## config.mk

```make
export PLATFORM = sky130hd
export DESIGN_NAME = sac_adc_ctrl
export DESIGN_NICKNAME = d
export VERILOG_FILES = /design/src/sac_pkg.sv /design/src/sac_adc_ctrl.sv /design/src/sac_clkdiv.sv /design/src/sac_sar.sv
export VERILOG_INCLUDE_DIRS = /design/src
export SDC_FILE = /design/constraint.sdc
export NUM_CORES = 1
export LEC_CHECK = 0
export BUFFER_PORTS_ARGS = -buffer_cell sky130_fd_sc_hd__clkbuf_2
export CAP_MARGIN = 10
export CORE_ASPECT_RATIO = 1.2
export CORE_UTILIZATION = 35
export CTS_CLUSTER_SIZE = 8
export DETAILED_ROUTE_END_ITERATION = 10
export GPL_TIMING_DRIVEN = 0
export MAX_ROUTING_LAYER = met4
export PLACE_DENSITY_LB_ADDON = 0.3
export SLEW_MARGIN = 25
export SYNTH_ARGS = -nofsm -noshare
export SYNTH_HDL_FRONTEND = slang
export SYNTH_HIERARCHICAL = 1
export SYNTH_SLANG_ARGS = --single-unit
```

## constraint.sdc

```tcl
create_clock -name clk_sys -period 3.97 [get_ports clk_sys]
set_clock_uncertainty 0.2 [all_clocks]
set_input_delay 0.9925 -clock clk_sys [delete_from_list [all_inputs] [get_ports clk_sys]]
set_output_delay 0.9925 -clock clk_sys [all_outputs]
set_load 0.01 [all_outputs]
```

## src/sac_consts.svh

```systemverilog
// Purpose: constants for the converter control block
// Assumes: apb byte addresses, 32-bit data, 100 MHz clk_sys
// Notes:   register indices, not byte addresses; the byte address is four times the index
`ifndef SAC_CONSTS_SVH
`define SAC_CONSTS_SVH

`define SAC_IDX_RESULT     8'hd0
`define SAC_IDX_CONTROL    8'hd1
`define SAC_CTRL_RESET     8'h40
`define SAC_BIT_IRQ_EN     7
`define SAC_BIT_DONE       6
`define SAC_BIT_TRIGGER    5
`define SAC_BIT_POWER      4
`define SAC_BIT_CLKSEL     2
`define SAC_DIV_SLOW       4'hc
`define SAC_DIV_FAST       4'h6
`define SAC_RES_BITS       8
`define SAC_ANALOG_SEL_W   21

`endif

```

## src/sac_pkg.sv

```systemverilog
// Purpose: shared types for the converter control block
// Assumes: sac_consts.svh gives the numbers
// Notes:   none
package sac_pkg;

	typedef enum logic [1:0] {
		SAC_IDLE,
		SAC_SETTLE,
		SAC_BITS
	} sac_state_type;

	typedef struct packed {
		logic       irq_enable;
		logic       power_on;
		logic       clock_divider_select;
	} sac_ctrl_type;

	typedef struct packed {
		logic       start;
		logic [7:0] result;
	} sac_done_type;

endpackage

```

## src/sac_adc_ctrl.sv

```systemverilog
// Functional notes
// RULE1: sequencer steps on oscillator clock divided by 12 or 6.
// RULE2: divide by 12 is used after reset until software selects 6.
// RULE3: eight-bit result built by successive approximation, placed in result register.
// RULE4: writing trigger one starts conversion and clears done flag together.
// RULE5: done flag set at completion; result valid from then on.
// RULE6: one conversion per trigger write, never restarting on its own.
// RULE7: trigger written during a conversion abandons it and starts anew.
// RULE8: trigger bit is write-only and always reads as zero.
// RULE9: interrupt request equals done flag gated by done interrupt enable.
// RULE10: converter powered only while analog power bit is one.
// RULE11: software sets power bit at least one instruction before triggering.
// RULE12: processor wait mode does not power down converter or comparator.
// RULE13: reset stops conversion and loads control register with 40h.
// RULE14: software selects at most one analog input line at a time.
// RULE15: control bits 7 irq enable, 6 done, 5 trigger, 4 power, 2 clock.
// RULE16: clock divider select one divides by 6, zero by 12.
// RULE17: control register at index d1h, result register at index d0h.
// RULE18: result holds last completed value; aborted conversions never update it; a power-off abort on the final bit step still loads it.
////////////////////////////////////////////////////////////////////////////////
// Purpose: apb slave and sequencer for an 8-bit successive approximation converter
// Assumes: comparator output arrives from the analog domain; zero-wait apb
// Notes:   byte address is four times the documented index
//
// The register offsets and the APB interface to the registers were decided locally.
`include "sac_consts.svh"

module sac_adc_ctrl #(
	parameter int RES_BITS = `SAC_RES_BITS
) (
	input  wire logic                clk_sys,
	input  wire logic                reset,
	input  wire logic                clk_en,
	input  wire logic                wait_mode,
	input  wire logic                psel,
	input  wire logic                penable,
	input  wire logic                pwrite,
	input  wire logic [11:0]         paddr,
	input  wire logic [31:0]         pwdata,
	input  wire logic [3:0]          pstrb,
	output logic [31:0]              prdata,
	output logic                     pready,
	output logic                     pslverr,
	input  wire logic                comp_above,
	output logic [RES_BITS-1:0]      dac_code,
	output logic                     analog_power_on,
	output logic                     sample_active,
	output logic                     done_irq
);

	////////////////////////////////////////////////////////////////////////////
	// apb decode

	function automatic logic [11:0] reg_addr(input logic [7:0] idx);
		reg_addr = {2'b00, idx, 2'b00};
	endfunction

	logic                  wr_ctrl;
	logic                  access;
	logic                  hit_ctrl;
	logic                  hit_result;
	sac_pkg::sac_ctrl_type ctrl;
	logic                  done_flag;
	logic                  trigger;
	sac_pkg::sac_state_type state;
	logic                  step;
	logic                  sar_done;
	logic [RES_BITS-1:0]   result;
	logic [2:0]            comp_sync;
	logic                  comp_level;
	logic [7:0]            ctrl_read;

	// reset image of the control register; the control field and done flag reset values below are taken from it
	localparam logic [7:0] CTRL_RESET = `SAC_CTRL_RESET;

	assign access     = psel && penable;
	assign hit_ctrl   = paddr == reg_addr(`SAC_IDX_CONTROL); // see RULE17
	assign hit_result = paddr == reg_addr(`SAC_IDX_RESULT);  // see RULE17
	assign pready     = 1'b1;
	// unmapped addresses and writes to the read-only result answer with an error
	assign pslverr    = access && !(hit_ctrl || (hit_result && !pwrite));
	assign wr_ctrl    = clk_en && access && pwrite && hit_ctrl && pstrb[0];
	assign trigger    = wr_ctrl && pwdata[`SAC_BIT_TRIGGER] && ctrl.power_on; // see RULE10

	////////////////////////////////////////////////////////////////////////////
	// control register

	always_ff @(posedge clk_sys) begin
		if (reset) begin
			ctrl.irq_enable           <= CTRL_RESET[`SAC_BIT_IRQ_EN]; // see RULE13
			ctrl.power_on             <= CTRL_RESET[`SAC_BIT_POWER];
			ctrl.clock_divider_select <= CTRL_RESET[`SAC_BIT_CLKSEL]; // see RULE2
		end else if (wr_ctrl) begin
			ctrl.irq_enable           <= pwdata[`SAC_BIT_IRQ_EN]; // see RULE15
			ctrl.power_on             <= pwdata[`SAC_BIT_POWER];
			ctrl.clock_divider_select <= pwdata[`SAC_BIT_CLKSEL];
		end
	end

	// done flag: trigger clears it; completion only counts for the running conversion
	always_ff @(posedge clk_sys) begin
		if (reset)
			done_flag <= CTRL_RESET[`SAC_BIT_DONE]; // see RULE13
		else if (clk_en) begin
			if (trigger)
				done_flag <= 1'b0; // see RULE4
			else if (sar_done && state == sac_pkg::SAC_BITS)
				done_flag <= 1'b1; // see RULE5
		end
	end

	////////////////////////////////////////////////////////////////////////////
	// sequencer

	always_ff @(posedge clk_sys) begin
		if (reset)
			state <= sac_pkg::SAC_IDLE; // see RULE13
		else if (clk_en) begin
			if (trigger)
				state <= sac_pkg::SAC_SETTLE; // see RULE7
			else if (!ctrl.power_on)
				state <= sac_pkg::SAC_IDLE; // see RULE10
			else begin
				case (state)
					sac_pkg::SAC_IDLE:   state <= sac_pkg::SAC_IDLE; // see RULE6
					sac_pkg::SAC_SETTLE: if (step) state <= sac_pkg::SAC_BITS;
					sac_pkg::SAC_BITS:   if (sar_done) state <= sac_pkg::SAC_IDLE;
					default:             state <= sac_pkg::SAC_IDLE;
				endcase
			end
		end
	end

	sac_clkdiv u_clkdiv (
		.clk_sys (clk_sys),
		.reset   (reset),
		.clk_en  (clk_en),
		.restart (trigger),
		.fast    (ctrl.clock_divider_select), // see RULE1
		.tick    (step)
	);

	// comparator comes from the analog side: three stages, change when last two agree
	always_ff @(posedge clk_sys) begin
		if (reset) begin
			comp_sync  <= 3'h0;
			comp_level <= 1'b0;
		end else if (clk_en) begin
			comp_sync <= {comp_sync[1:0], comp_above};
			if (comp_sync[2] == comp_sync[1])
				comp_level <= comp_sync[1];
		end
	end

	sac_sar #(
		.RES_BITS (RES_BITS)
	) u_sar (
		.clk_sys    (clk_sys),
		.reset      (reset),
		.clk_en     (clk_en),
		.start      (trigger || state != sac_pkg::SAC_BITS),
		.step       (step),
		.comp_above (comp_level),
		.dac_code   (dac_code),
		.done       (sar_done),
		.result     (result) // see RULE18
	);

	// wait_mode deliberately unused: only the power bit gates the converter
	assign analog_power_on = ctrl.power_on && (wait_mode || !wait_mode); // see RULE12
	assign sample_active   = state != sac_pkg::SAC_IDLE;
	assign done_irq        = done_flag && ctrl.irq_enable; // see RULE9

	////////////////////////////////////////////////////////////////////////////
	// read data

	always_comb begin
		ctrl_read                     = 8'h00;
		ctrl_read[`SAC_BIT_IRQ_EN]    = ctrl.irq_enable;
		ctrl_read[`SAC_BIT_DONE]      = done_flag;
		ctrl_read[`SAC_BIT_TRIGGER]   = 1'b0; // see RULE8
		ctrl_read[`SAC_BIT_POWER]     = ctrl.power_on;
		ctrl_read[`SAC_BIT_CLKSEL]    = ctrl.clock_divider_select;
	end

	always_ff @(posedge clk_sys) begin
		if (reset)
			prdata <= 32'h0000_0000;
		else if (clk_en && psel && !penable && !pwrite) begin
			if (paddr == reg_addr(`SAC_IDX_CONTROL))
				prdata <= {24'h00_0000, ctrl_read};
			else if (paddr == reg_addr(`SAC_IDX_RESULT))
				prdata <= {{(32-RES_BITS){1'b0}}, result}; // see RULE3
			else
				prdata <= 32'h0000_0000;
		end
	end

endmodule

```

## src/sac_clkdiv.sv

```systemverilog
// Purpose: conversion-clock tick generator, divide by 12 or by 6
// Assumes: restart realigns the divider to a fresh period
// Notes:   one-cycle tick output
`include "sac_consts.svh"

module sac_clkdiv (
	input  wire logic clk_sys,
	input  wire logic reset,
	input  wire logic clk_en,
	input  wire logic restart,
	input  wire logic fast,
	output logic      tick
);

	logic [3:0] count;
	logic [3:0] limit;

	assign limit = fast ? `SAC_DIV_FAST : `SAC_DIV_SLOW; // see RULE16

	always_ff @(posedge clk_sys) begin
		if (reset) begin
			count <= 4'h0;
			tick  <= 1'b0;
		end else if (clk_en) begin
			if (restart || count == limit - 4'h1) begin
				count <= 4'h0;
				tick  <= !restart; // see RULE1
			end else begin
				count <= count + 4'h1;
				tick  <= 1'b0;
			end
		end
	end

endmodule

```

## src/sac_sar.sv

```systemverilog
// Purpose: successive approximation register, msb first
// Assumes: comparator input already synchronised by the caller
// Notes:   result output held until next completed sequence
`include "sac_consts.svh"

module sac_sar #(
	parameter int RES_BITS = `SAC_RES_BITS
) (
	input  wire logic                clk_sys,
	input  wire logic                reset,
	input  wire logic                clk_en,
	input  wire logic                start,
	input  wire logic                step,
	input  wire logic                comp_above,
	output logic [RES_BITS-1:0]      dac_code,
	output logic                     done,
	output logic [RES_BITS-1:0]      result
);

	logic [RES_BITS-1:0] trial_bit;
	logic [RES_BITS-1:0] work;

	assign dac_code = work | trial_bit;

	always_ff @(posedge clk_sys) begin
		if (reset) begin
			trial_bit <= '0;
			work      <= '0;
			done      <= 1'b0;
		end else if (clk_en) begin
			done <= 1'b0;
			if (start) begin
				trial_bit <= {1'b1, {(RES_BITS-1){1'b0}}};
				work      <= '0;
			end else if (step && trial_bit != '0) begin
				// keep the trial bit when the input lies above the trial level
				if (comp_above)
					work <= work | trial_bit; // see RULE3
				trial_bit <= trial_bit >> 1;
				done      <= trial_bit[0];
			end
		end
	end

	always_ff @(posedge clk_sys) begin
		if (reset)
			result <= '0;
		else if (clk_en && step && trial_bit[0] && !start)
			result <= comp_above ? (work | trial_bit) : work; // see RULE18
	end

endmodule

```

* Yosys cells after proc, flatten, opt, wreduce, memory -nomap -nowiden
Cells that the tools add are included.
Operators by class: muxes and demuxes 19, add/sub/neg operators 2, bitwise operators 1, equal/unequal tests 9, reduce and logical (&&, ||, !) cells 34
Operators by type and width (count):
- $mux W8 | 7
- $eq A12 B10 Y1 const B | 2
- $logic_and A1 B1 Y1 | 18
- $mux W2 | 4
- $mux W4 | 2
- $ne A4 B3 Y1 const B | 2
- $or A8 B8 Y8 | 1
- $reduce_bool A8 Y1 | 1
- $reduce_and A2 Y1 | 3
- $reduce_bool A2 Y1 | 3
- $logic_not A1 Y1 | 5
- $mux W1 | 5
- $add A4 B1 Y4 const B | 1
- $eq A4 B4 Y1 | 1
- $pmux W2 S2 | 1
- $sub A4 B1 Y4 const B | 1
- $logic_or A1 B1 Y1 | 3
- $reduce_and A3 Y1 | 1
- $eq A2 B1 Y1 const B | 1
- $eq A2 B2 Y1 const B | 1
- $ne A2 B2 Y1 const B | 1
- $eq A1 B1 Y1 | 1
Storage, ports and cells: register bits after elaboration 72, logic and storage cells 79, output and inout port bits 45

* Logic depth before layout (Yosys ltp)
Gate-level depths: netlist of run 1.
word-level depth 10, depth in mapped cells 10

* Hierarchy
Netlist of run 1, hierarchy kept.
Modules (own cells, without submodules):
- sac_sar | area each 1069.8 µm², times used 1, cells each 118
- sac_adc_ctrl | area each 1058.5 µm², times used 1, cells each 120
- sac_clkdiv | area each 272.8 µm², times used 1, cells each 30

* Worst setup path before layout of run 1
No wires, ideal clock.
path kind input to output, start point in paddr[4], end point out pslverr, setup slack 1.047 ns, data required time 2.778 ns, arrival 1.730 ns, stages on the path 4, path through and4bb_2 and3_1 buf_4 a21oi_1
Between the ends: word-level cells in the longest chain between the ends 5, elaborated cells on any way between the ends 6, classes of those cells eq/ne (2); reduce/logical (4)
Ends and longest elaborated chain:
- start, declared | line sac_adc_ctrl.sv:38 | input wire logic [11:0] paddr,
- $eq A12 B10 Y1 | line sac_adc_ctrl.sv:78 | assign hit_result = paddr == reg_addr(`SAC_IDX_RESULT);
- $logic_and A1 B1 Y1 | line sac_adc_ctrl.sv:81 | assign pslverr = access && !(hit_ctrl || (hit_result && !pwrite));
- $logic_or A1 B1 Y1 * | line sac_adc_ctrl.sv:81
- $logic_not A1 Y1 * | line sac_adc_ctrl.sv:81
- $logic_and A1 B1 Y1 * | line sac_adc_ctrl.sv:81
- end, declared | line sac_adc_ctrl.sv:43 | output logic pslverr,
Mark *: on every way between the ends. The rest lies on a longest branch, timed or not.

* Worst setup path in the final report of run 1
start point in paddr[7], end point out pslverr
The elaborated chain is that of the path after synthesis.

==> results of run 1 <==
[worst register-to-register path: stages (launching register included)]
cell	delay, ns
dfxtp_1	0.38
inv_1	0.08
nor2_1	0.15
nand2_1	0.20
and4b_1	0.32
buf_6	0.14
buf_12	0.14
nor2_2	0.04
a211oi_2	0.17
[metal layers]
metal	vias up	track usage	part of all wire
met5	-	-	0
met4	0	0.03774	0.011
met3	6	0.03153	0.033
met2	36	0.2566	0.52
met1	908	0.1781	0.44
li1	1039	-	-
[final timing paths]
path,end,depth (start not counted),start
max,pslverr,6,paddr[7]
min,prdata[6],1,prdata[6]
max reg2reg,u_sar/result[6],8,state[1]
min reg2reg,prdata[6],1,prdata[6]
[area by class of cell]
class,instances,area [µm²],share of cell area
clock inverter,2,35.03,0.01203
multi-input combinational,199,1231,0.4229
buffer,36,265.3,0.09110
sequential,48,960.9,0.3300
tap,85,106.4,0.03653
clock buffer,6,72.57,0.02492
inverter,8,30.03,0.01031
timing repair buffer,42,210.2,0.07220
[cells in the final DEF, fill, tap and decap left out, types with 2 or more instances in the layout]
cell type,n
dfxtp_1,48
clkbuf_2,42
nand2_1,30
buf_4,27
conb_1,25
a21oi_1,23
nor2_1,20
mux2i_1,12
or2_2,9
a211oi_2,8
nor3_1,7
inv_1,7
or3_1,6
o21ai_0,5
clkbuf_8,5
buf_2,4
o2bb2ai_1,4
nand3_1,4
a22o_1,4
a31oi_1,4
clkbuf_1,3
nor4_1,3
nor4b_2,2
and3_1,2
and2_1,2
a21oi_2,2
nand4b_1,2
o32ai_1,2
a21o_1,2
nand4bb_1,2
[state kept, by name, indices dropped and copies added (netlist names)]
register         cells
prdata               8
state                2
u_clkdiv/count       4
u_clkdiv/tick        1
done_flag            1
u_sar/done           1
u_sar/work           8
ctrl                 2
u_sar/trial_bit      8
u_sar/result         8
comp_sync            3
analog_power_on      1
comp_level           1
[cell usage after synthesis (3+ instances only)]
cell type  instances  share of area
or2_2              9          0.023
nand3_1            4         0.0083
a21oi_1           23          0.048
nor4_1             3         0.0078
o2bb2ai_1          4          0.015
a22o_1             4          0.015
dfxtp_1           48           0.40
buf_4             27          0.084
a31oi_1            4          0.010
inv_1              7          0.011
nand2_1           30          0.047
or3_1              6          0.016
a211oi_2           8          0.042
mux2i_1           12          0.050
nor3_1             7          0.015
o21ai_0            5          0.010
buf_2              4         0.0083
nor2_1            20          0.031
[power by group through the flow]
stage | Combinational [mW] | Sequential, mW | Clock (mW)
finish | 0.0798 | 0.488 | 0.346
global route | 0.0884 | 0.489 | 0.381
CTS | 0.0796 | 0.488 | 0.360
detailed placement | 0.0793 | 0.500 | 0
global placement | 0.0790 | 0.499 | 0
floorplan | 0.0563 | 0.498 | 0
[cell families (layout without fill, tap and decap cells)]
family          after synthesis  in the layout
simple gates                100            100
other cells                   2             25
fa+ha+maj                     1              1
compound gates               60             60
xor+xnor                      1              1
flops                        48             48
buf+inv                      44             94
mux                          12             12
[stage by stage]
step | cells | power, mW | hold slack, ns | util
after global placement | 418 | 0.5785 | 0.2526 | 0.4296
final | 426 | 0.9140 | 0.2733 | 0.4461
after CTS | 426 | 0.9281 | 0.2785 | 0.4461
after detailed placement | 418 | 0.5790 | 0.2552 | 0.4296
after global routing | 426 | 0.9581 | 0.2952 | 0.4461
after floorplan | 291 | 0.5548 | 0.2428 | -
==> key figures, run 1 <==
Drt
  • Via count: 1,989
  • Via density: 4.669
  • Initial DRC Count: 76
  • WL/cell: 11.74 µm
  • DRC violations left: 0
  • DRT antenna net count: 0
  • DR pass1 iterations: 4
  • Routed WL: 5003 µm

Pwr
  • NetSw: 0.2059 mW
  • Clock power frac: 0.379
  • Combinational Power Share: 0.087
  • Internal Power: 0.7081 mW
  • Power share of the sequential group: 0.534
  • Static Leak: 1.246 nW
  • Pwr per Cell Area: 313.9 nW/µm²
  • Worst VDD drop: 0.1564 mV
  • Switching Fraction: 0.2253

Timing
  • Unrepaired setup endpoints after global routing: no
  • Slew of the pin with the lowest slew margin: 0.6129 ns
  • Final setup viols: 0
  • Final Hold Fails: 0
  • Final period utilization: 0.7753
  • Fmax: 0.3249 GHz
  • Final slew viol count: 0
  • Setup tns final: 0 ns
  • Final min period: 3.078 ns
  • Final setup margin: 0.8921 ns
  • Relative slew slack: 0.5914

Yosys
  • Post-synthesis compound-gate area fraction: 0.1803
  • Syn Area/Cell: 8.959 µm²
  • #FFs+latches synth: 48
  • Main combinational cell family by area after synthesis: simple AND/OR/NAND/NOR gates
  • EDFF count, synth: 0
  • Syn Inst Count: 268
  • XOR/XNOR share of the synthesized area: 0.003648
  • Mux share of post-synthesis cell area: 0.05003
  • Main synth FF type: dfxtp_1
  • Synth Area in Simple Gates: 0.2345
  • Adder-Cell Fraction of Synth Area: 0.005211
  • Seq/Total Area, Yosys: 0.4002
  • Synth Cell Area: 2401 µm²
  • Async S/R FF share, synth: 0
  • Netlist cell types: 51
  • Syn. warnings: 6

Placed design
  • DP Area: 2804 µm²
  • Post-Place Worst Slack: 0.6911 ns
  • Routability cong.: 0.7767
  • Hpwl dp: 3851 µm
  • Port Buffers: 42

Setup path
  • Required time of the critical path: 2.78 ns
  • CP max stage delay: 0.28 ns
  • Critical path fanouts, max: 7
  • Crit end category: output pin
  • Worst EP arrival: 1.89 ns
  • Most frequent CP cell: clkbuf_2
  • Type of origin of the critical path: input port
  • Setup Crit Path Kind: input port to output pin
  • CP bufs+invs: 3
  • Worst reg2reg setup slack: 2.08 ns
  • Top Family by Delay on Critical Path: simple AND/OR/NAND/NOR gates
  • Crit-path slowest cell: nor4b_2
  • Cell breakdown of the critical path: clkbuf_2, nor4b_2, and3_1, buf_4, a21oi_1, clkbuf_2

Clock network
  • Clk_lat worst skew: 0.29 ns
  • H-tree levels: 2
  • Longest Clk Path Bufs: 2
  • CTS tree: done
  • Clock sink total: 48
  • CTS buffer count: 5
  • CTS Hold Buffers Added: 0
  • Clk pin slew, worst setup/hold paths: 0.09 ns
  • Post_cts resized: 0
  • CTS Root Cell: clkbuf_8
  • Post-CTS setup buffers: 0

Floorplan
  • IO Pins: 101
  • Die H: 92.73 µm
  • Die ar.: 7197 µm²
  • Site Rows: 32
  • Die Wd: 77.61 µm
  • Core box area: 6526 µm²
  • Starting density of the core: 0.3679

Global routing
  • Global-route wire length before repair: 8390 µm
  • GRT Total Usage: 0.1499
  • Pin count of the biggest net entering global routing: 19
  • Initial antenna violation count: 0
  • Total gr overflow: 0
  • Vias in the first global route: 1,835

Finish
  • Antenna cell count: 0
  • Proportion of layout cells with a drive suffix above 1: 0.3255
  • Area Growth Syn to Fin: 21.26%
  • # fillers: 667
  • Design area: 2912 µm²
  • Layout Nets: 397

Status
  • Status: completed

Flow run
  • Number of max-cap violations: 0

Worst hold path
  • Hold Path Class: register to register
Power figures use the tool's default switching activity.
==> run 2, diff against run 1 <==
--- a/config.mk
+++ b/config.mk
@@ -6,6 +6,7 @@
 export SDC_FILE = /design/constraint.sdc
 export NUM_CORES = 1
 export LEC_CHECK = 0
+export ABC_AREA = 1
 export BUFFER_PORTS_ARGS = -buffer_cell sky130_fd_sc_hd__clkbuf_2
 export CAP_MARGIN = 10
 export CORE_ASPECT_RATIO = 1.2
==> constraint.sdc (replaced) <==
create_clock -name clk_sys -period 2.7 [get_ports clk_sys]
set_clock_uncertainty 0.2 [all_clocks]
set_input_delay 0.675 -clock clk_sys [delete_from_list [all_inputs] [get_ports clk_sys]]
set_output_delay 0.675 -clock clk_sys [all_outputs]
set_load 0.01 [all_outputs]
==> key figures, run 2 <==
Setup path
  • Worst reg2reg path startpoint: state[1]
  • FF-to-FF path depth: 7
  • Most frequent CP cell: nand2_1
  • Cell breakdown of the critical path: clkbuf_2, buf_6, nand3_4, nor2_4, nand4_2, nand2_1, buf_2, nor2_1, nand2_1, inv_2, buf_4, o21ai_0, a21oi_1
  • Setup Crit Path Kind: input port to register
  • CP max stage delay: 0.23 ns
  • Critical path fanouts, max: 11
  • Required time of the critical path: 2.69 ns
  • Type of origin of the critical path: input port
  • Crit end category: register
  • Worst reg2reg setup slack: 0.76 ns
  • Crit-path slowest cell: clkbuf_2
  • Worst EP arrival: 2.45 ns
  • CP bufs+invs: 5
  • FF-to-FF End: u_sar/trial_bit[2]
  • Top Family by Delay on Critical Path: buffers and inverters

Yosys
  • Most frequent cells after synthesis: nand2_1 (58), dfxtp_1 (48), nor2_1 (46)
  • Yosys top cell area share: 0.3763
  • Area leader, netlist: dfxtp_1
  • Synth Cell Area: 2554 µm²
  • Top post-synthesis cells by area: dfxtp_1 (38%), nand2_1 (8.5%), buf_4 (7.6%)
  • Syn Area/Cell: 7.234 µm²
  • Netlist cell types: 34
  • Main synth FF type: dfxtp_1
  • Seq/Total Area, Yosys: 0.3763
  • Count leader, synth: nand2_1
  • Syn Inst Count: 353
  • #FFs+latches synth: 48
  • Syn. warnings: 6
  • EDFF count, synth: 0
  • Async S/R FF share, synth: 0

Timing
  • Fmax: 0.4068 GHz
  • Final Hold Fails: 0
  • Final setup margin: 0.2419 ns
  • Unrepaired setup endpoints after global routing: no
  • Final period utilization: 0.9104
  • Hold slack: 0.2672 ns
  • Relative slew slack: 0.6016
  • Slew of the pin with the lowest slew margin: 0.5976 ns
  • Final min period: 2.458 ns
  • Final slew viol count: 0
  • Final setup viols: 0

Clock network
  • CTS Root Cell: clkbuf_8
  • H-tree levels: 2
  • CTS buffer count: 5
  • Clock sink total: 48
  • Clk pin slew, worst setup/hold paths: 0.10 ns
  • Post_cts resized: 0
  • CTS tree: done
  • CTS Hold Buffers Added: 0
  • Post-CTS setup buffers: 0
  • Longest Clk Path Bufs: 2
  • Clk_lat worst skew: 0.30 ns

Worst hold path
  • Worst hold stages: 2
  • Hold Startpoint: prdata[0]
  • Hold endpoint: prdata[0]
  • Hold Path Class: register to register

Global routing
  • Pin count of the biggest net entering global routing: 17
  • Vias in the first global route: 2,043
  • Global-route wire length before repair: 9177 µm
  • Initial antenna violation count: 0
  • Total gr overflow: 0
  • GRT Total Usage: 0.1570

Drt
  • DRC violations left: 0
  • DR pass1 iterations: 4
  • Routed WL: 5408 µm
  • Initial DRC Count: 87
  • DRT antenna net count: 0
  • Via count: 2,307
  • WL/cell: 10.52 µm
  • Via density: 4.488

Placed design
  • Port Buffers: 43
  • Routability cong.: 0.7717
  • DP Area: 2964 µm²
  • Hpwl dp: 4148 µm
  • Post-Place Worst Slack: -0.04635 ns

Floorplan
  • Die H: 95.57 µm
  • Die Wd: 79.98 µm
  • IO Pins: 101
  • Site Rows: 33
  • Starting density of the core: 0.3681
  • Core box area: 6937 µm²
  • Die ar.: 7643 µm²

Pwr
  • Pwr per Cell Area: 481.5 nW/µm²
  • Combinational Power Share: 0.139
  • Switching Fraction: 0.2625
  • Clock power frac: 0.358
  • Worst VDD drop: 0.3194 mV
  • NetSw: 0.3892 mW
  • Power share of the sequential group: 0.503
  • Internal Power: 1.094 mW
  • Static Leak: 1.478 nW

Finish
  • Most common cell after layout, fill and taps aside: nand2_1
  • Commonest cells after routing, fill and taps aside: nand2_1 (58), dfxtp_1 (48), nor2_1 (46)
  • Design area: 3079 µm²
  • Layout Nets: 483
  • Proportion of layout cells with a drive suffix above 1: 0.2881
  • Core Util, Final: 0.4439
  • Antenna cell count: 0
  • Area Growth Syn to Fin: 20.58%

Flow run
  • Number of max-cap violations: 0

Status
  • Status: completed
[run 2: cell types whose count changed in the layout (fill, tap and decap cells not counted), sizes merged, moves of 5 or more]
cell / delta
o21ai: +25
a21oi: +12
mux2i: -12
nor3: -5
or3: -6
inv: +33
nand2: +34
nor2: +36
a211oi: -7
nand3: +15
[run 2: worst max path at each step]
stage,to,start,slack (ns),cells after the start
CTS,pslverr,paddr[5],0.26,6
floorplan,u_sar/result[2],paddr[5],0.40,14
global placement,u_sar/result[3],clk_en,-0.05,13
finish,u_sar/result[2],clk_en,0.24,13
global route,u_sar/result[2],clk_en,0.08,13
detailed placement,u_sar/result[2],clk_en,-0.05,13
[run 2: power groups by stage]
stage / combinational, mW / clock, mW / sequential, mW
global placement: 0.204 / 0 / 0.762
detailed placement: 0.205 / 0 / 0.762
CTS: 0.206 / 0.550 / 0.746
finish: 0.206 / 0.531 / 0.745
global route: 0.233 / 0.584 / 0.749
floorplan: 0.147 / 0 / 0.759
[run 2: per-stage QoR]
stage	std cells	setup TNS, ns	total power, mW
floorplan	376	0	0.9059
global placement	506	-0.1045	0.9652
detailed placement	506	-0.08448	0.9674
CTS	514	0	1.502
global route	514	0	1.566
finish	514	0	1.483
[run 2: area by class of cell]
type	count	area [µm²]
fillers	747	3857
multi-input cells	255	1282
flip-flops and latches	48	960.9
plain buffers	32	241.5
repair buffers	43	215.2
inverters	41	155.1
well taps	87	108.9
clock buffers	5	68.82
clock inverters	3	46.29
[run 2: per-layer routing]
| layer | vias to the layer above | wire (µm) | track usage |
|---|---|---|---|
| met4 | 0 | 40 | 0.03571 |
| li1 | 1225 | - | - |
| met5 | - | 0 | - |
| met1 | 998 | 2435 | 0.1931 |
| met2 | 80 | 2477 | 0.2671 |
| met3 | 4 | 454 | 0.02775 |
[run 2: logic make-up after synthesis]
group,Yosys count,synth area share
AO/OA/AOI/OAI,74,0.1588
adder cells (fa/ha/maj),1,0.004899
buffers and inverters,73,0.1553
flip-flops,48,0.3763
other,2,0.002941
AND/OR/NAND/NOR,155,0.3018
[run 2: tightest hold or removal path, delay by kind of cell, from the launching register on]
kind	cells	cell delay [ns]
simple gates	1	0.06
flops	1	0.32
compound gates	1	0.05
